===== src/fspc_regs.vh =====
// constants for the flash self-programming controller
//Contract
//- boot fuse codes 11,10,01,00 give boot start 0xF80,0xF00,0xE00,0xC00
//- pages below 0xC00 are concurrent-read section, 0xC00-0xFFF halting section
//- twelve-bit word address, 32-word pages, pointer bits 12:6 pick the page
//- pointer bits 5:1 pick buffer word; keep zero for page write
//- pointer bits 15:13 ignored; bit 0 zero for stores, byte select for loads
//- ready interrupt requested while enable and global flag set and store enable clear
//- erase or write to concurrent-read section sets busy flag and blocks reads
//- busy flag clears on re-enable after completion or when a buffer fill starts
//- control bit 5 reads as zero
//- re-enable plus store enable, then a store within four cycles, re-enables section
//- re-enable refused while erase or write still runs
//- re-enable aborts buffer loading; buffer cleared on re-enable
//- lock-set with store in four cycles programs lock bits from low register
//- load within three cycles of lock-set arming returns lock or fuse byte
//- page-write armed store writes buffer to addressed page
//- page-erase armed store erases addressed page
//- write and erase bits clear on completion or four-cycle timeout
//- core halted for whole erase or write in the halting section
//- store enable alone: store puts register pair into addressed buffer word
//- store enable arms four cycles; clears after store or timeout, held during operation
//- other lower five bit patterns have no effect
//- pointer 0x0001 lock bits, 0x0000 fuse low, 0x0003 fuse high
//- programmed bits read zero, unprogrammed read one
//- erase, write and lock write take between 3.7 ms and 4.5 ms
`ifndef FSPC_REGS_VH
`define FSPC_REGS_VH
`define FSPC_ADDR_CTRL 4'h0
`define FSPC_ADDR_PTR 4'h4
`define FSPC_ADDR_DATA 4'h8
`define FSPC_ADDR_STAT 4'hC
`define FSPC_BIT_STORE_EN 0
`define FSPC_BIT_ERASE 1
`define FSPC_BIT_WRITE 2
`define FSPC_BIT_LOCK 3
`define FSPC_BIT_REEN 4
`define FSPC_BIT_BUSY 6
`define FSPC_BIT_IRQEN 7
`define FSPC_CTRL_RESET 8'h00
`define FSPC_CMD_FILL 5'h01
`define FSPC_CMD_ERASE 5'h03
`define FSPC_CMD_WRITE 5'h05
`define FSPC_CMD_LOCK 5'h09
`define FSPC_CMD_REEN 5'h11
`define FSPC_ARM_CYCLES 3'd4
`define FSPC_LOAD_CYCLES 3'd3
`define FSPC_PROG_US 4000
`define FSPC_CLK_MHZ 10
`define FSPC_PROG_CYCLES (`FSPC_PROG_US * `FSPC_CLK_MHZ)
`define FSPC_BOOT_11 12'hF80
`define FSPC_BOOT_10 12'hF00
`define FSPC_BOOT_01 12'hE00
`define FSPC_BOOT_00 12'hC00
`define FSPC_HALT_START 12'hC00
`define FSPC_LOCK_RESET 8'hFF
`endif


===== src/fspc_boot_map.v =====
// boot section start and address classification
`timescale 1ns/1ns
`default_nettype none
`include "fspc_regs.vh"
module fspc_boot_map (
  // fuse and address
  input wire boot_size_hi,
  input wire boot_size_lo,
  input wire [11:0] word_addr,
  // classification
  output reg [11:0] boot_start,
  output wire in_halting_section
);
  // boot start from two fuse bits
  always @* begin
    case ({boot_size_hi, boot_size_lo})
      2'b11: boot_start = `FSPC_BOOT_11;
      2'b10: boot_start = `FSPC_BOOT_10;
      2'b01: boot_start = `FSPC_BOOT_01;
      default: boot_start = `FSPC_BOOT_00;
    endcase
  end
  // halting section fixed regardless of boot size
  assign in_halting_section = (word_addr >= `FSPC_HALT_START);
endmodule // fspc_boot_map
`default_nettype wire


===== src/fspc_page_buffer.v =====
// temporary page buffer, one word per slot
`timescale 1ns/1ns
`default_nettype none
module fspc_page_buffer #(
  parameter WORDS = 32,
  parameter AW = 5
) (
  // clock, reset and enable
  input wire aclk,
  input wire aresetn,
  input wire ce,
  // fill and clear
  input wire wr_en,
  input wire [AW-1:0] wr_addr,
  input wire [15:0] wr_data,
  input wire clear,
  // read port
  input wire [AW-1:0] rd_addr,
  output reg [15:0] rd_data
);
  reg [15:0] mem [0:WORDS-1];
  genvar i;
  // each slot: clear to erased value, else take its own fill
  generate
    for (i = 0; i < WORDS; i = i + 1) begin : g_slot
      always @(posedge aclk) begin
        if (!aresetn) begin
          mem[i] <= 16'hFFFF;
        end else if (ce) begin
          if (clear) begin
            mem[i] <= 16'hFFFF;
          end else if (wr_en && wr_addr == i) begin
            mem[i] <= wr_data;
          end
        end
      end
    end
  endgenerate
  // registered read
  always @(posedge aclk) begin
    if (!aresetn) begin
      rd_data <= 16'h0000;
    end else if (ce) begin
      rd_data <= mem[rd_addr];
    end
  end
endmodule // fspc_page_buffer
`default_nettype wire


===== src/fspc_top.v =====
// flash self-programming controller with axi4-lite control
`timescale 1ns/1ns
`default_nettype none
`include "fspc_regs.vh"
module fspc_top #(
  parameter PROG_CYCLES = `FSPC_PROG_CYCLES
) (
  // clock, reset, enable
  input wire aclk,
  input wire aresetn,
  input wire ce,
  // axi4-lite write address
  input wire awvalid,
  output wire awready,
  input wire [3:0] awaddr,
  // axi4-lite write data
  input wire wvalid,
  output wire wready,
  input wire [31:0] wdata,
  input wire [3:0] wstrb,
  // axi4-lite write response
  output reg bvalid,
  input wire bready,
  output reg [1:0] bresp,
  // axi4-lite read address
  input wire arvalid,
  output wire arready,
  input wire [3:0] araddr,
  // axi4-lite read data
  output reg rvalid,
  input wire rready,
  output reg [31:0] rdata,
  output reg [1:0] rresp,
  // core side
  input wire store_strobe,
  input wire load_strobe,
  input wire global_irq_en,
  input wire [7:0] fuse_low_byte,
  input wire [7:0] fuse_high_byte,
  input wire boot_size_hi,
  input wire boot_size_lo,
  output reg [7:0] load_data,
  output reg load_valid,
  output wire ready_irq,
  output wire core_halt,
  output wire section_busy,
  output wire [11:0] boot_start,
  // flash array side
  output reg flash_erase,
  output reg flash_write,
  output reg [6:0] flash_page,
  output reg [15:0] flash_word,
  output reg [4:0] flash_word_addr
);
  // lock byte, command and arming window
  reg [7:0] lock_bits_reg;
  reg [4:0] cmd_reg;
  reg irq_en_reg;
  reg busy_flag_reg;
  reg [2:0] arm_cnt_reg;
  reg cmd_legal;
  // running erase, write or lock operation
  reg prog_run_reg;
  reg prog_halt_reg;
  reg prog_rww_reg;
  reg prog_write_reg;
  reg [31:0] prog_cnt_reg;
  // buffer scan, pointer and data word
  reg [4:0] wr_idx_reg;
  reg [15:0] ptr_reg;
  reg [15:0] data_reg;
  // axi write capture
  reg aw_got_reg;
  reg w_got_reg;
  reg [3:0] aw_addr_reg;
  reg [31:0] w_data_reg;
  reg [3:0] w_strb_reg;
  // pointer fields and buffer read
  wire [4:0] fill_idx;
  wire [6:0] page_sel;
  wire halting;
  wire [15:0] buf_rd;
  // decoded bus and store actions
  wire ctrl_wr;
  wire armed;
  wire do_fill;
  wire do_erase;
  wire do_write;
  wire do_lock;
  wire do_reen;
  wire [4:0] new_cmd;
  wire [7:0] ctrl_rd;
  wire do_wr;
  wire do_rd;
  // pointer fields: bits 15:13 unused, bit 0 only for loads
  assign page_sel = ptr_reg[12:6];
  assign fill_idx = ptr_reg[5:1];
  // classification of addressed page
  fspc_boot_map u_map (
    .boot_size_hi(boot_size_hi),
    .boot_size_lo(boot_size_lo),
    .word_addr({page_sel, 5'h00}),
    .boot_start(boot_start),
    .in_halting_section(halting)
  );
  // axi write channel capture
  assign awready = ce && !aw_got_reg && !bvalid; // no accept while frozen
  assign wready = ce && !w_got_reg && !bvalid;
  assign do_wr = aw_got_reg && w_got_reg && !bvalid;
  always @(posedge aclk) begin
    if (!aresetn) begin
      aw_got_reg <= 1'b0;
      w_got_reg <= 1'b0;
      aw_addr_reg <= 4'h0;
      w_data_reg <= 32'h00000000;
      w_strb_reg <= 4'h0;
      bvalid <= 1'b0;
      bresp <= 2'b00;
    end else if (ce) begin
      if (awvalid && awready) begin
        aw_got_reg <= 1'b1;
        aw_addr_reg <= awaddr;
      end
      if (wvalid && wready) begin
        w_got_reg <= 1'b1;
        w_data_reg <= wdata;
        w_strb_reg <= wstrb;
      end
      if (do_wr) begin
        aw_got_reg <= 1'b0;
        w_got_reg <= 1'b0;
        bvalid <= 1'b1;
        bresp <= (aw_addr_reg[1:0] == 2'b00) ? 2'b00 : 2'b10;
      end else if (bvalid && bready) begin
        bvalid <= 1'b0;
      end
    end
  end
  // control register write decode
  assign ctrl_wr = do_wr && aw_addr_reg == `FSPC_ADDR_CTRL && w_strb_reg[0];
  assign new_cmd = w_data_reg[4:0];
  // only the five command patterns arm the window
  always @* begin
    case (new_cmd)
      `FSPC_CMD_FILL: cmd_legal = 1'b1;
      `FSPC_CMD_ERASE: cmd_legal = 1'b1;
      `FSPC_CMD_WRITE: cmd_legal = 1'b1;
      `FSPC_CMD_LOCK: cmd_legal = 1'b1;
      `FSPC_CMD_REEN: cmd_legal = 1'b1;
      default: cmd_legal = 1'b0;
    endcase
  end
  assign armed = cmd_reg[`FSPC_BIT_STORE_EN] && !prog_run_reg;
  // store actions, only while armed and within window
  assign do_fill = store_strobe && armed && cmd_reg == `FSPC_CMD_FILL;
  assign do_erase = store_strobe && armed && cmd_reg == `FSPC_CMD_ERASE;
  assign do_write = store_strobe && armed && cmd_reg == `FSPC_CMD_WRITE;
  assign do_lock = store_strobe && armed && cmd_reg == `FSPC_CMD_LOCK;
  assign do_reen = store_strobe && armed && cmd_reg == `FSPC_CMD_REEN;
  // command, window and operation timing
  always @(posedge aclk) begin
    if (!aresetn) begin
      cmd_reg <= 5'h00; // low five bits of the control reset value
      irq_en_reg <= 1'b0;
      busy_flag_reg <= 1'b0;
      arm_cnt_reg <= 3'd0;
      prog_run_reg <= 1'b0;
      prog_halt_reg <= 1'b0;
      prog_rww_reg <= 1'b0;
      prog_write_reg <= 1'b0;
      prog_cnt_reg <= 32'd0;
      lock_bits_reg <= `FSPC_LOCK_RESET;
      flash_erase <= 1'b0;
      flash_write <= 1'b0;
      flash_page <= 7'h00;
    end else if (ce) begin
      flash_erase <= 1'b0;
      flash_write <= 1'b0;
      if (ctrl_wr) begin
        irq_en_reg <= w_data_reg[`FSPC_BIT_IRQEN];
      end
      if (prog_run_reg) begin
        // store enable and command bit held for whole operation
        if (prog_cnt_reg == 32'd1) begin
          prog_run_reg <= 1'b0;
          prog_halt_reg <= 1'b0;
          cmd_reg <= 5'h00;
          if (prog_write_reg) begin
            flash_write <= 1'b1;
          end
        end
        prog_cnt_reg <= prog_cnt_reg - 32'd1;
      end else if (do_erase || do_write) begin
        prog_run_reg <= 1'b1;
        prog_cnt_reg <= PROG_CYCLES;
        prog_write_reg <= do_write;
        prog_halt_reg <= halting;
        prog_rww_reg <= !halting;
        flash_page <= page_sel;
        flash_erase <= do_erase;
        if (!halting) begin
          busy_flag_reg <= 1'b1;
        end
      end else if (do_lock) begin
        // lock write also takes a full programming time
        lock_bits_reg <= lock_bits_reg & data_reg[7:0];
        prog_run_reg <= 1'b1;
        prog_cnt_reg <= PROG_CYCLES;
        prog_write_reg <= 1'b0;
        prog_halt_reg <= 1'b0;
      end else if (do_fill) begin
        busy_flag_reg <= 1'b0;
        cmd_reg <= 5'h00;
      end else if (do_reen) begin
        busy_flag_reg <= 1'b0;
        cmd_reg <= 5'h00;
      end else if (ctrl_wr && !cmd_reg[`FSPC_BIT_STORE_EN] && cmd_legal) begin
        cmd_reg <= new_cmd;
        arm_cnt_reg <= `FSPC_ARM_CYCLES;
      end else if (cmd_reg[`FSPC_BIT_STORE_EN]) begin
        // window runs out without a store
        if (arm_cnt_reg == 3'd1) begin
          cmd_reg <= 5'h00;
        end
        arm_cnt_reg <= arm_cnt_reg - 3'd1;
      end
      if (!prog_run_reg && prog_rww_reg) begin
        prog_rww_reg <= 1'b0;
      end
    end
  end
  // buffer fill, and clear when section re-enabled
  fspc_page_buffer #(
    .WORDS(32),
    .AW(5)
  ) u_buf (
    .aclk(aclk),
    .aresetn(aresetn),
    .ce(ce),
    .wr_en(do_fill),
    .wr_addr(fill_idx),
    .wr_data(data_reg),
    .clear(do_reen),
    .rd_addr(wr_idx_reg),
    .rd_data(buf_rd)
  );
  // stream buffer to array continuously, one word per enabled cycle
  always @(posedge aclk) begin
    if (!aresetn) begin
      wr_idx_reg <= 5'h00;
      flash_word <= 16'h0000;
      flash_word_addr <= 5'h00;
    end else if (ce) begin
      wr_idx_reg <= wr_idx_reg + 5'h01;
      flash_word <= buf_rd;
      flash_word_addr <= wr_idx_reg - 5'h01;
    end
  end
  // readback of lock or fuse byte
  always @(posedge aclk) begin
    if (!aresetn) begin
      load_data <= 8'h00;
      load_valid <= 1'b0;
    end else if (ce) begin
      load_valid <= 1'b0;
      if (load_strobe && armed && cmd_reg == `FSPC_CMD_LOCK &&
          arm_cnt_reg > (`FSPC_ARM_CYCLES - `FSPC_LOAD_CYCLES)) begin
        load_valid <= 1'b1;
        case (ptr_reg[1:0])
          2'b01: load_data <= lock_bits_reg;
          2'b11: load_data <= fuse_high_byte;
          2'b00: load_data <= fuse_low_byte;
          default: load_data <= 8'hFF;
        endcase
      end
    end
  end
  // pointer and data registers, one byte lane per strobe
  always @(posedge aclk) begin
    if (!aresetn) begin
      ptr_reg <= 16'h0000;
      data_reg <= 16'h0000;
    end else if (ce && do_wr) begin
      if (aw_addr_reg == `FSPC_ADDR_PTR && w_strb_reg[0]) begin
        ptr_reg[7:0] <= w_data_reg[7:0];
      end
      if (aw_addr_reg == `FSPC_ADDR_PTR && w_strb_reg[1]) begin
        ptr_reg[15:8] <= w_data_reg[15:8];
      end
      if (aw_addr_reg == `FSPC_ADDR_DATA && w_strb_reg[0]) begin
        data_reg[7:0] <= w_data_reg[7:0];
      end
      if (aw_addr_reg == `FSPC_ADDR_DATA && w_strb_reg[1]) begin
        data_reg[15:8] <= w_data_reg[15:8];
      end
    end
  end
  // control readback with reserved bit zero
  assign ctrl_rd = {irq_en_reg, busy_flag_reg, 1'b0, cmd_reg};
  // axi read channel
  assign arready = ce && !rvalid; // no accept while frozen
  assign do_rd = arvalid && arready;
  always @(posedge aclk) begin
    if (!aresetn) begin
      rvalid <= 1'b0;
      rdata <= 32'h00000000;
      rresp <= 2'b00;
    end else if (ce) begin
      if (do_rd) begin
        rvalid <= 1'b1;
        rresp <= 2'b00;
        case (araddr)
          `FSPC_ADDR_CTRL: rdata <= {24'h000000, ctrl_rd};
          `FSPC_ADDR_PTR: rdata <= {16'h0000, ptr_reg};
          `FSPC_ADDR_DATA: rdata <= {16'h0000, data_reg};
          `FSPC_ADDR_STAT: rdata <= {24'h000000, lock_bits_reg};
          default: begin
            rdata <= 32'h00000000;
            rresp <= 2'b10;
          end
        endcase
      end else if (rvalid && rready) begin
        rvalid <= 1'b0;
      end
    end
  end
  // core-facing status
  assign ready_irq = irq_en_reg && global_irq_en && !cmd_reg[`FSPC_BIT_STORE_EN];
  assign core_halt = prog_run_reg && prog_halt_reg;
  assign section_busy = busy_flag_reg;
endmodule // fspc_top
`default_nettype wire

===== config.mk =====
export PLATFORM = sky130hd
export DESIGN_NAME = fspc_top
export DESIGN_NICKNAME = d
export VERILOG_FILES = /design/src/fspc_boot_map.v /design/src/fspc_page_buffer.v /design/src/fspc_top.v
export VERILOG_INCLUDE_DIRS = /design/src /design/src/src
export SDC_FILE = /design/constraint.sdc
export NUM_CORES = 1
export LEC_CHECK = 0
export BUFFER_PORTS_ARGS = -buffer_cell sky130_fd_sc_hd__buf_2
export CAP_MARGIN = 10
export CORE_ASPECT_RATIO = 0.6
export CORE_MARGIN = 2
export CORE_UTILIZATION = 30
export CTS_CLUSTER_DIAMETER = 120
export DETAILED_ROUTE_END_ITERATION = 8
export PLACE_DENSITY = 0.54
export SYNTH_ARGS = -nofsm -noshare
export SYNTH_HDL_FRONTEND = slang
export SYNTH_SLANG_ARGS = --single-unit

===== constraint.sdc =====
create_clock -name aclk -period 6.2 [get_ports aclk]
set_input_delay 0.62 -clock aclk [delete_from_list [all_inputs] [get_ports aclk]]
set_output_delay 0.62 -clock aclk [all_outputs]
set_load 0.03 [all_outputs]

### Yosys cells after proc, flatten, opt, wreduce, memory -nomap -nowiden

Memories as Yosys holds them, arrays and structs flattened. A register that Yosys moved wholly into a read port is not among the register bits.
Index checks and enable logic that the tools add are counted.
W data, S select, Z words.

* $add $sub $neg: 4
* multiply operators: 0
* div/mod/pow operators: 0
* order comparisons: 2
* equality and inequality tests: 58
* shift operators: 0
* muxes and demuxes: 277
* bitwise gates (word level): 70
* reduce and logical (&&, ||, !) cells: 114

Operators with widths (number)
* $mux W16: 64
* $mux W1: 194
* $mux W32: 3
* $eq A5 B5 Y1 const B: 18
* $logic_and A1 B1 Y1: 66
* $or A1 B1 Y1: 64
* $pmux W16 S4: 1
* $eq A5 B4 Y1 const B: 10
* $mux W5: 9
* $eq A32 B1 Y1 const B: 1
* $sub A32 B1 Y32 const B: 1
* $eq A5 B3 Y1 const B: 6
* $pmux W10 S3: 1
* $reduce_and A2 Y1: 15
* $pmux W8 S3: 1
* $eq A5 B2 Y1 const B: 4
* $eq A5 B1 Y1 const B: 3
* $eq A4 B4 Y1 const B: 3
* $ge A12 B12 Y1 const B: 1
* $reduce_bool A2 Y1: 6
* $reduce_bool A5 Y1: 2
* $reduce_and A3 Y1: 3
* $and A8 B8 Y8: 1
* $eq A4 B3 Y1 const B: 2
* other kinds (24): 46

* bits in registers: 191
* bits in latches: 0
* RAM bits: 512
* memory bits (read-only): 0
* input bits: 73
* word-level logic and storage cells: 558
* memories: 1

Memory list
* u_buf.mem: depth 32, bits a word 16, read ports 1, clocked after Yosys merged registers in 1, wr ports 32, RTL line fspc_page_buffer.v:21 `reg [15:0] mem [0:WORDS-1];`

### Logic depth before layout (Yosys ltp)

* depth after elaboration: 12
* depth in mapped cells: 9

### By module

From an unflattened synthesis, not the netlist that was laid out.

* cell total of the unflattened synthesis: 2549
* area, all modules: 31909.4 um2

By module, submodules not included
* fspc_page_buffer: instances 1, cells each 1687, area each 24377.1 um2, sequential area each 15695.1 um2
* fspc_top: instances 1, cells each 847, area each 7433.4 um2, sequential area each 3443.3 um2
* fspc_boot_map: instances 1, cells each 15, area each 98.8 um2, sequential area each 0.0 um2

### Least setup slack after synthesis

OpenSTA, ideal clock, no wires.

* path type: input to register
* start point: in store_strobe
* end point: mem u_buf.mem[10][0] (enable)
* setup time: 0.372 ns
* data arrival time: 2.771 ns
* data required time: 5.828 ns
* slack: 3.058 ns
* stages on the path: 7
* buffers on the path: 1
* cell sequence: nand2b_1 -> or4_4 -> or2_4 -> nor3b_4 -> nand2_4 -> buf_6 -> nand2_1

RTL lines
* start, declared: RTL line fspc_top.v:35 `input wire store_strobe,`
* end, declared: RTL line fspc_page_buffer.v:21

==> results.sh <==
export IMPL_pwr_share_clk_pct=41.8
export IMPL_grt_overflow=0
export IMPL_rows=92
export IMPL_antenna_left=0
export IMPL_power_leakage_nw=11.08
export IMPL_synth_xor_area_share_pct=0.9660
export IMPL_reg2reg_to="u_buf.mem[5][9]$_SDFFCE_PN1P_"
export IMPL_pwr_share_comb_pct=5.5
export IMPL_chipHeight_um=255.9
export IMPL_postCtsSetupBuffers=0
export IMPL_cts_root_buf="clkbuf_16"
export IMPL_cts_sinks=700
export IMPL_ir_worst_vdd_mv=0.1368
export IMPL_skew_ns=0.02068
export IMPL_worst_pin_slew_ns=1.332
export IMPL_switching_share_pct=22.44
export IMPL_p_sw_mw=2.210
export IMPL_io_buffers=122
export IMPL_drv_cap=0
export IMPL_rrSetupSlack_ns=1.79
export IMPL_min_path_type="input port to flop"
export IMPL_routedWlPerCell_um=22.01
export IMPL_viasPerCell=4.932
export IMPL_avgSynthCellArea_sq_um=13.17
export IMPL_synth_compound_area_share_pct=4.223
export IMPL_max_clock_path_buffers=3
export IMPL_setup_viol=0
export IMPL_vias=19320
export IMPL_yosys_area_share_adder_pct=0.2366
export IMPL_min_from="awaddr[0]"
export IMPL_netlist_top_cells_count="edfxtp_1, or2_2, dfxtp_1, clkbuf_1, nand2b_1"
export IMPL_synthCells=2410
export IMPL_ys_seq_area_share_pct=60.31
export IMPL_drive_gt1_share_pct=28.82
export IMPL_synth_cell_types=59
export IMPL_slew_viol_final=0
export IMPL_cp_end_kind="flop"
export IMPL_start_util_pct=30.23
export IMPL_internal_power_mw=7.638
export IMPL_rsz0062_at_grt="false"
export IMPL_io_pins=168
export IMPL_cp_max_fo=17
export IMPL_holdBufCountCts=0
export IMPL_status="complete, no violations"
export IMPL_numCtsBuffers=66
export IMPL_start_kind="flop"
export IMPL_period_share_pct=71.09
export IMPL_slew_headroom_pct=10.69
export IMPL_hold_viol_final=0
export IMPL_fillers=10240
export IMPL_grt_use_total_pct=15.63
export IMPL_gp_congestion=0.8227
export IMPL_cts_max_level=3
export IMPL_synth_area_mux_share_pct=13.12
export IMPL_drt_wl_total_um=86230
export IMPL_yosysTopAreaCell="edfxtp_1"
export IMPL_cp_startpoint="prog_run_reg$_SDFFE_PN0P_"
export IMPL_synth_edf_count=512
export IMPL_timing_rr_start="prog_run_reg$_SDFFE_PN0P_"
export IMPL_synth_area_sq_um=31730
export IMPL_fmax_mhz=226.9
export IMPL_dr_first_iter_drc_count=1698
export IMPL_core_sq_um=105000
export IMPL_multi_input_area_sq_um=11690
export IMPL_grt_max_degree=105
export IMPL_cts_tree="done"
export IMPL_synthSimpleGateAreaFrac_pct=17.92
export IMPL_fin_ws_ns=1.792
export IMPL_antenna_found_initial=7
export IMPL_cp_arrival_ns=4.65
export IMPL_ff_latch_area_sq_um=19150
export IMPL_yosysTopAreaCellShare_pct=48.45
export IMPL_min_path_cells=3
export IMPL_dominantRegCellSynth="edfxtp_1"
export IMPL_async_flop_share_pct=0
export IMPL_largest_reg_flops=512
export IMPL_post_dp_hpwl_um=57540
export IMPL_synthTopCellsByArea="edfxtp_1, dfxtp_1, mux4_2, or2_2, mux2i_1"
export IMPL_clk_latency_ns=0.63
export IMPL_clk_pin_slew_ns=0.07
export IMPL_power_frac_seq_pct=52.7
export IMPL_fin_crit_ns=4.408
export IMPL_area_delta_synth_final_pct=12.49
export IMPL_ctsResizeCount=0
export IMPL_min_to="aw_addr_reg[0]$_SDFFE_PN0P_"
export IMPL_grt_pass1_wl_um=126300
export IMPL_r2r_cells=6
export IMPL_drc_errors=0
export IMPL_ys_ff_latch=700
export IMPL_die_w_um=423.9
export IMPL_worst_setup_path_type="flop to flop"
export IMPL_worstPathRequired_ns=6.44
export IMPL_p_per_area_nw_per_um2=275.9
export IMPL_drt_first_pass_iters=6
export IMPL_dieArea_sq_um=108500
export IMPL_yosysWarnings=0
export IMPL_place_ws_ns=1.756
export IMPL_yosysMostFrequentCell="edfxtp_1"
export IMPL_final_nets=2533
export IMPL_synth_top_family_by_area="simple AND/OR/NAND/NOR gates"
export IMPL_finalSetupTns_ns=0
export IMPL_grt_pass1_vias=19330
-- critical path, stage by stage (launching register included) --
cell and delay (ns):
dfxtp_1 0.46, nand2b_1 0.28, or4_4 0.55, or2_4 0.28
nor3b_2 0.80, nand2_1 0.72, nand2_1 0.91
-- layer usage --
layer,GRT usage [%],share of wire (%)
met1,23.33,47
met2,21.71,42
met3,4.736,9.5
met4,3.826,1.7
met5,1.535,0.26
-- power by group through the flow --
stage / Clock (mW) / Combinational [mW] / Sequential, mW
CTS: 4.20 / 0.542 / 5.19
global route: 4.38 / 0.581 / 5.20
detailed placement: 0 / 0.540 / 5.29
floorplan: 0 / 0.386 / 5.26
finish: 4.12 / 0.540 / 5.19
global placement: 0 / 0.534 / 5.29
-- how the worst max path moves through the flow --
| stage | end | cells after the start | slack, ns |
|---|---|---|---|
| floorplan | u_buf.mem[10][0]$_SDFFCE_PN1P_ | 7 | 3.06 |
| global placement | u_buf.mem[0][1]$_SDFFCE_PN1P_ | 7 | 1.89 |
| detailed placement | u_buf.mem[5][3]$_SDFFCE_PN1P_ | 7 | 1.76 |
| CTS | u_buf.mem[5][14]$_SDFFCE_PN1P_ | 6 | 1.87 |
| global route | u_buf.mem[5][12]$_SDFFCE_PN1P_ | 6 | 1.69 |
| finish | u_buf.mem[5][9]$_SDFFCE_PN1P_ | 6 | 1.79 |
-- through the flow --
| stage | cells | utilization, % | total power, mW | hold slack, ns | cell area, sq um |
|---|---|---|---|---|---|
| CTS | 3910 | 33.96 | 9.931 | 0.2093 | 35650 |
| finish | 3918 | 34.00 | 9.848 | 0.2507 | 35700 |
| floorplan | 2435 | - | 5.645 | 0.4517 | 31830 |
| detailed placement | 3791 | 31.95 | 5.834 | 0.4714 | 33540 |
| global route | 3915 | 34.00 | 10.16 | 0.2449 | 35690 |
| global placement | 3791 | 31.95 | 5.820 | 0.4622 | 33540 |
-- layout make-up --
cell class | instances | share of cell area, %
Sequential cell | 700 | 53.65
Multi-Input combinational cell | 1512 | 32.74
Clock buffer | 92 | 5.135
Tap cell | 1410 | 4.942
Timing Repair Buffer | 163 | 2.608
Clock inverter | 27 | 0.7921
Inverter | 11 | 0.1157
Antenna cell | 3 | 0.02103
-- cells in the final DEF, fill, tap and decap left out, drive strengths merged, types with 18 or more instances in the layout --
cell / instances
a211oi: 23
a21boi: 26
a21oi: 62
a22oi: 24
and2: 39
buf: 161
clkbuf: 94
clkinv: 19
conb: 27
dfxtp: 188
edfxtp: 512
mux2i: 119
mux4: 132
nand2: 148
nand2b: 147
nor2: 82
nor2b: 90
nor3: 18
o21ai: 41
or2: 388
xnor2: 25
-- kinds of logic after synthesis --
logic type	Yosys count
compound gates	208
xor+xnor	35
fa+ha+maj	6
buf+inv	223
flops	700
mux	251
other cells	2
simple gates	985
Power figures use the tool's default switching activity.
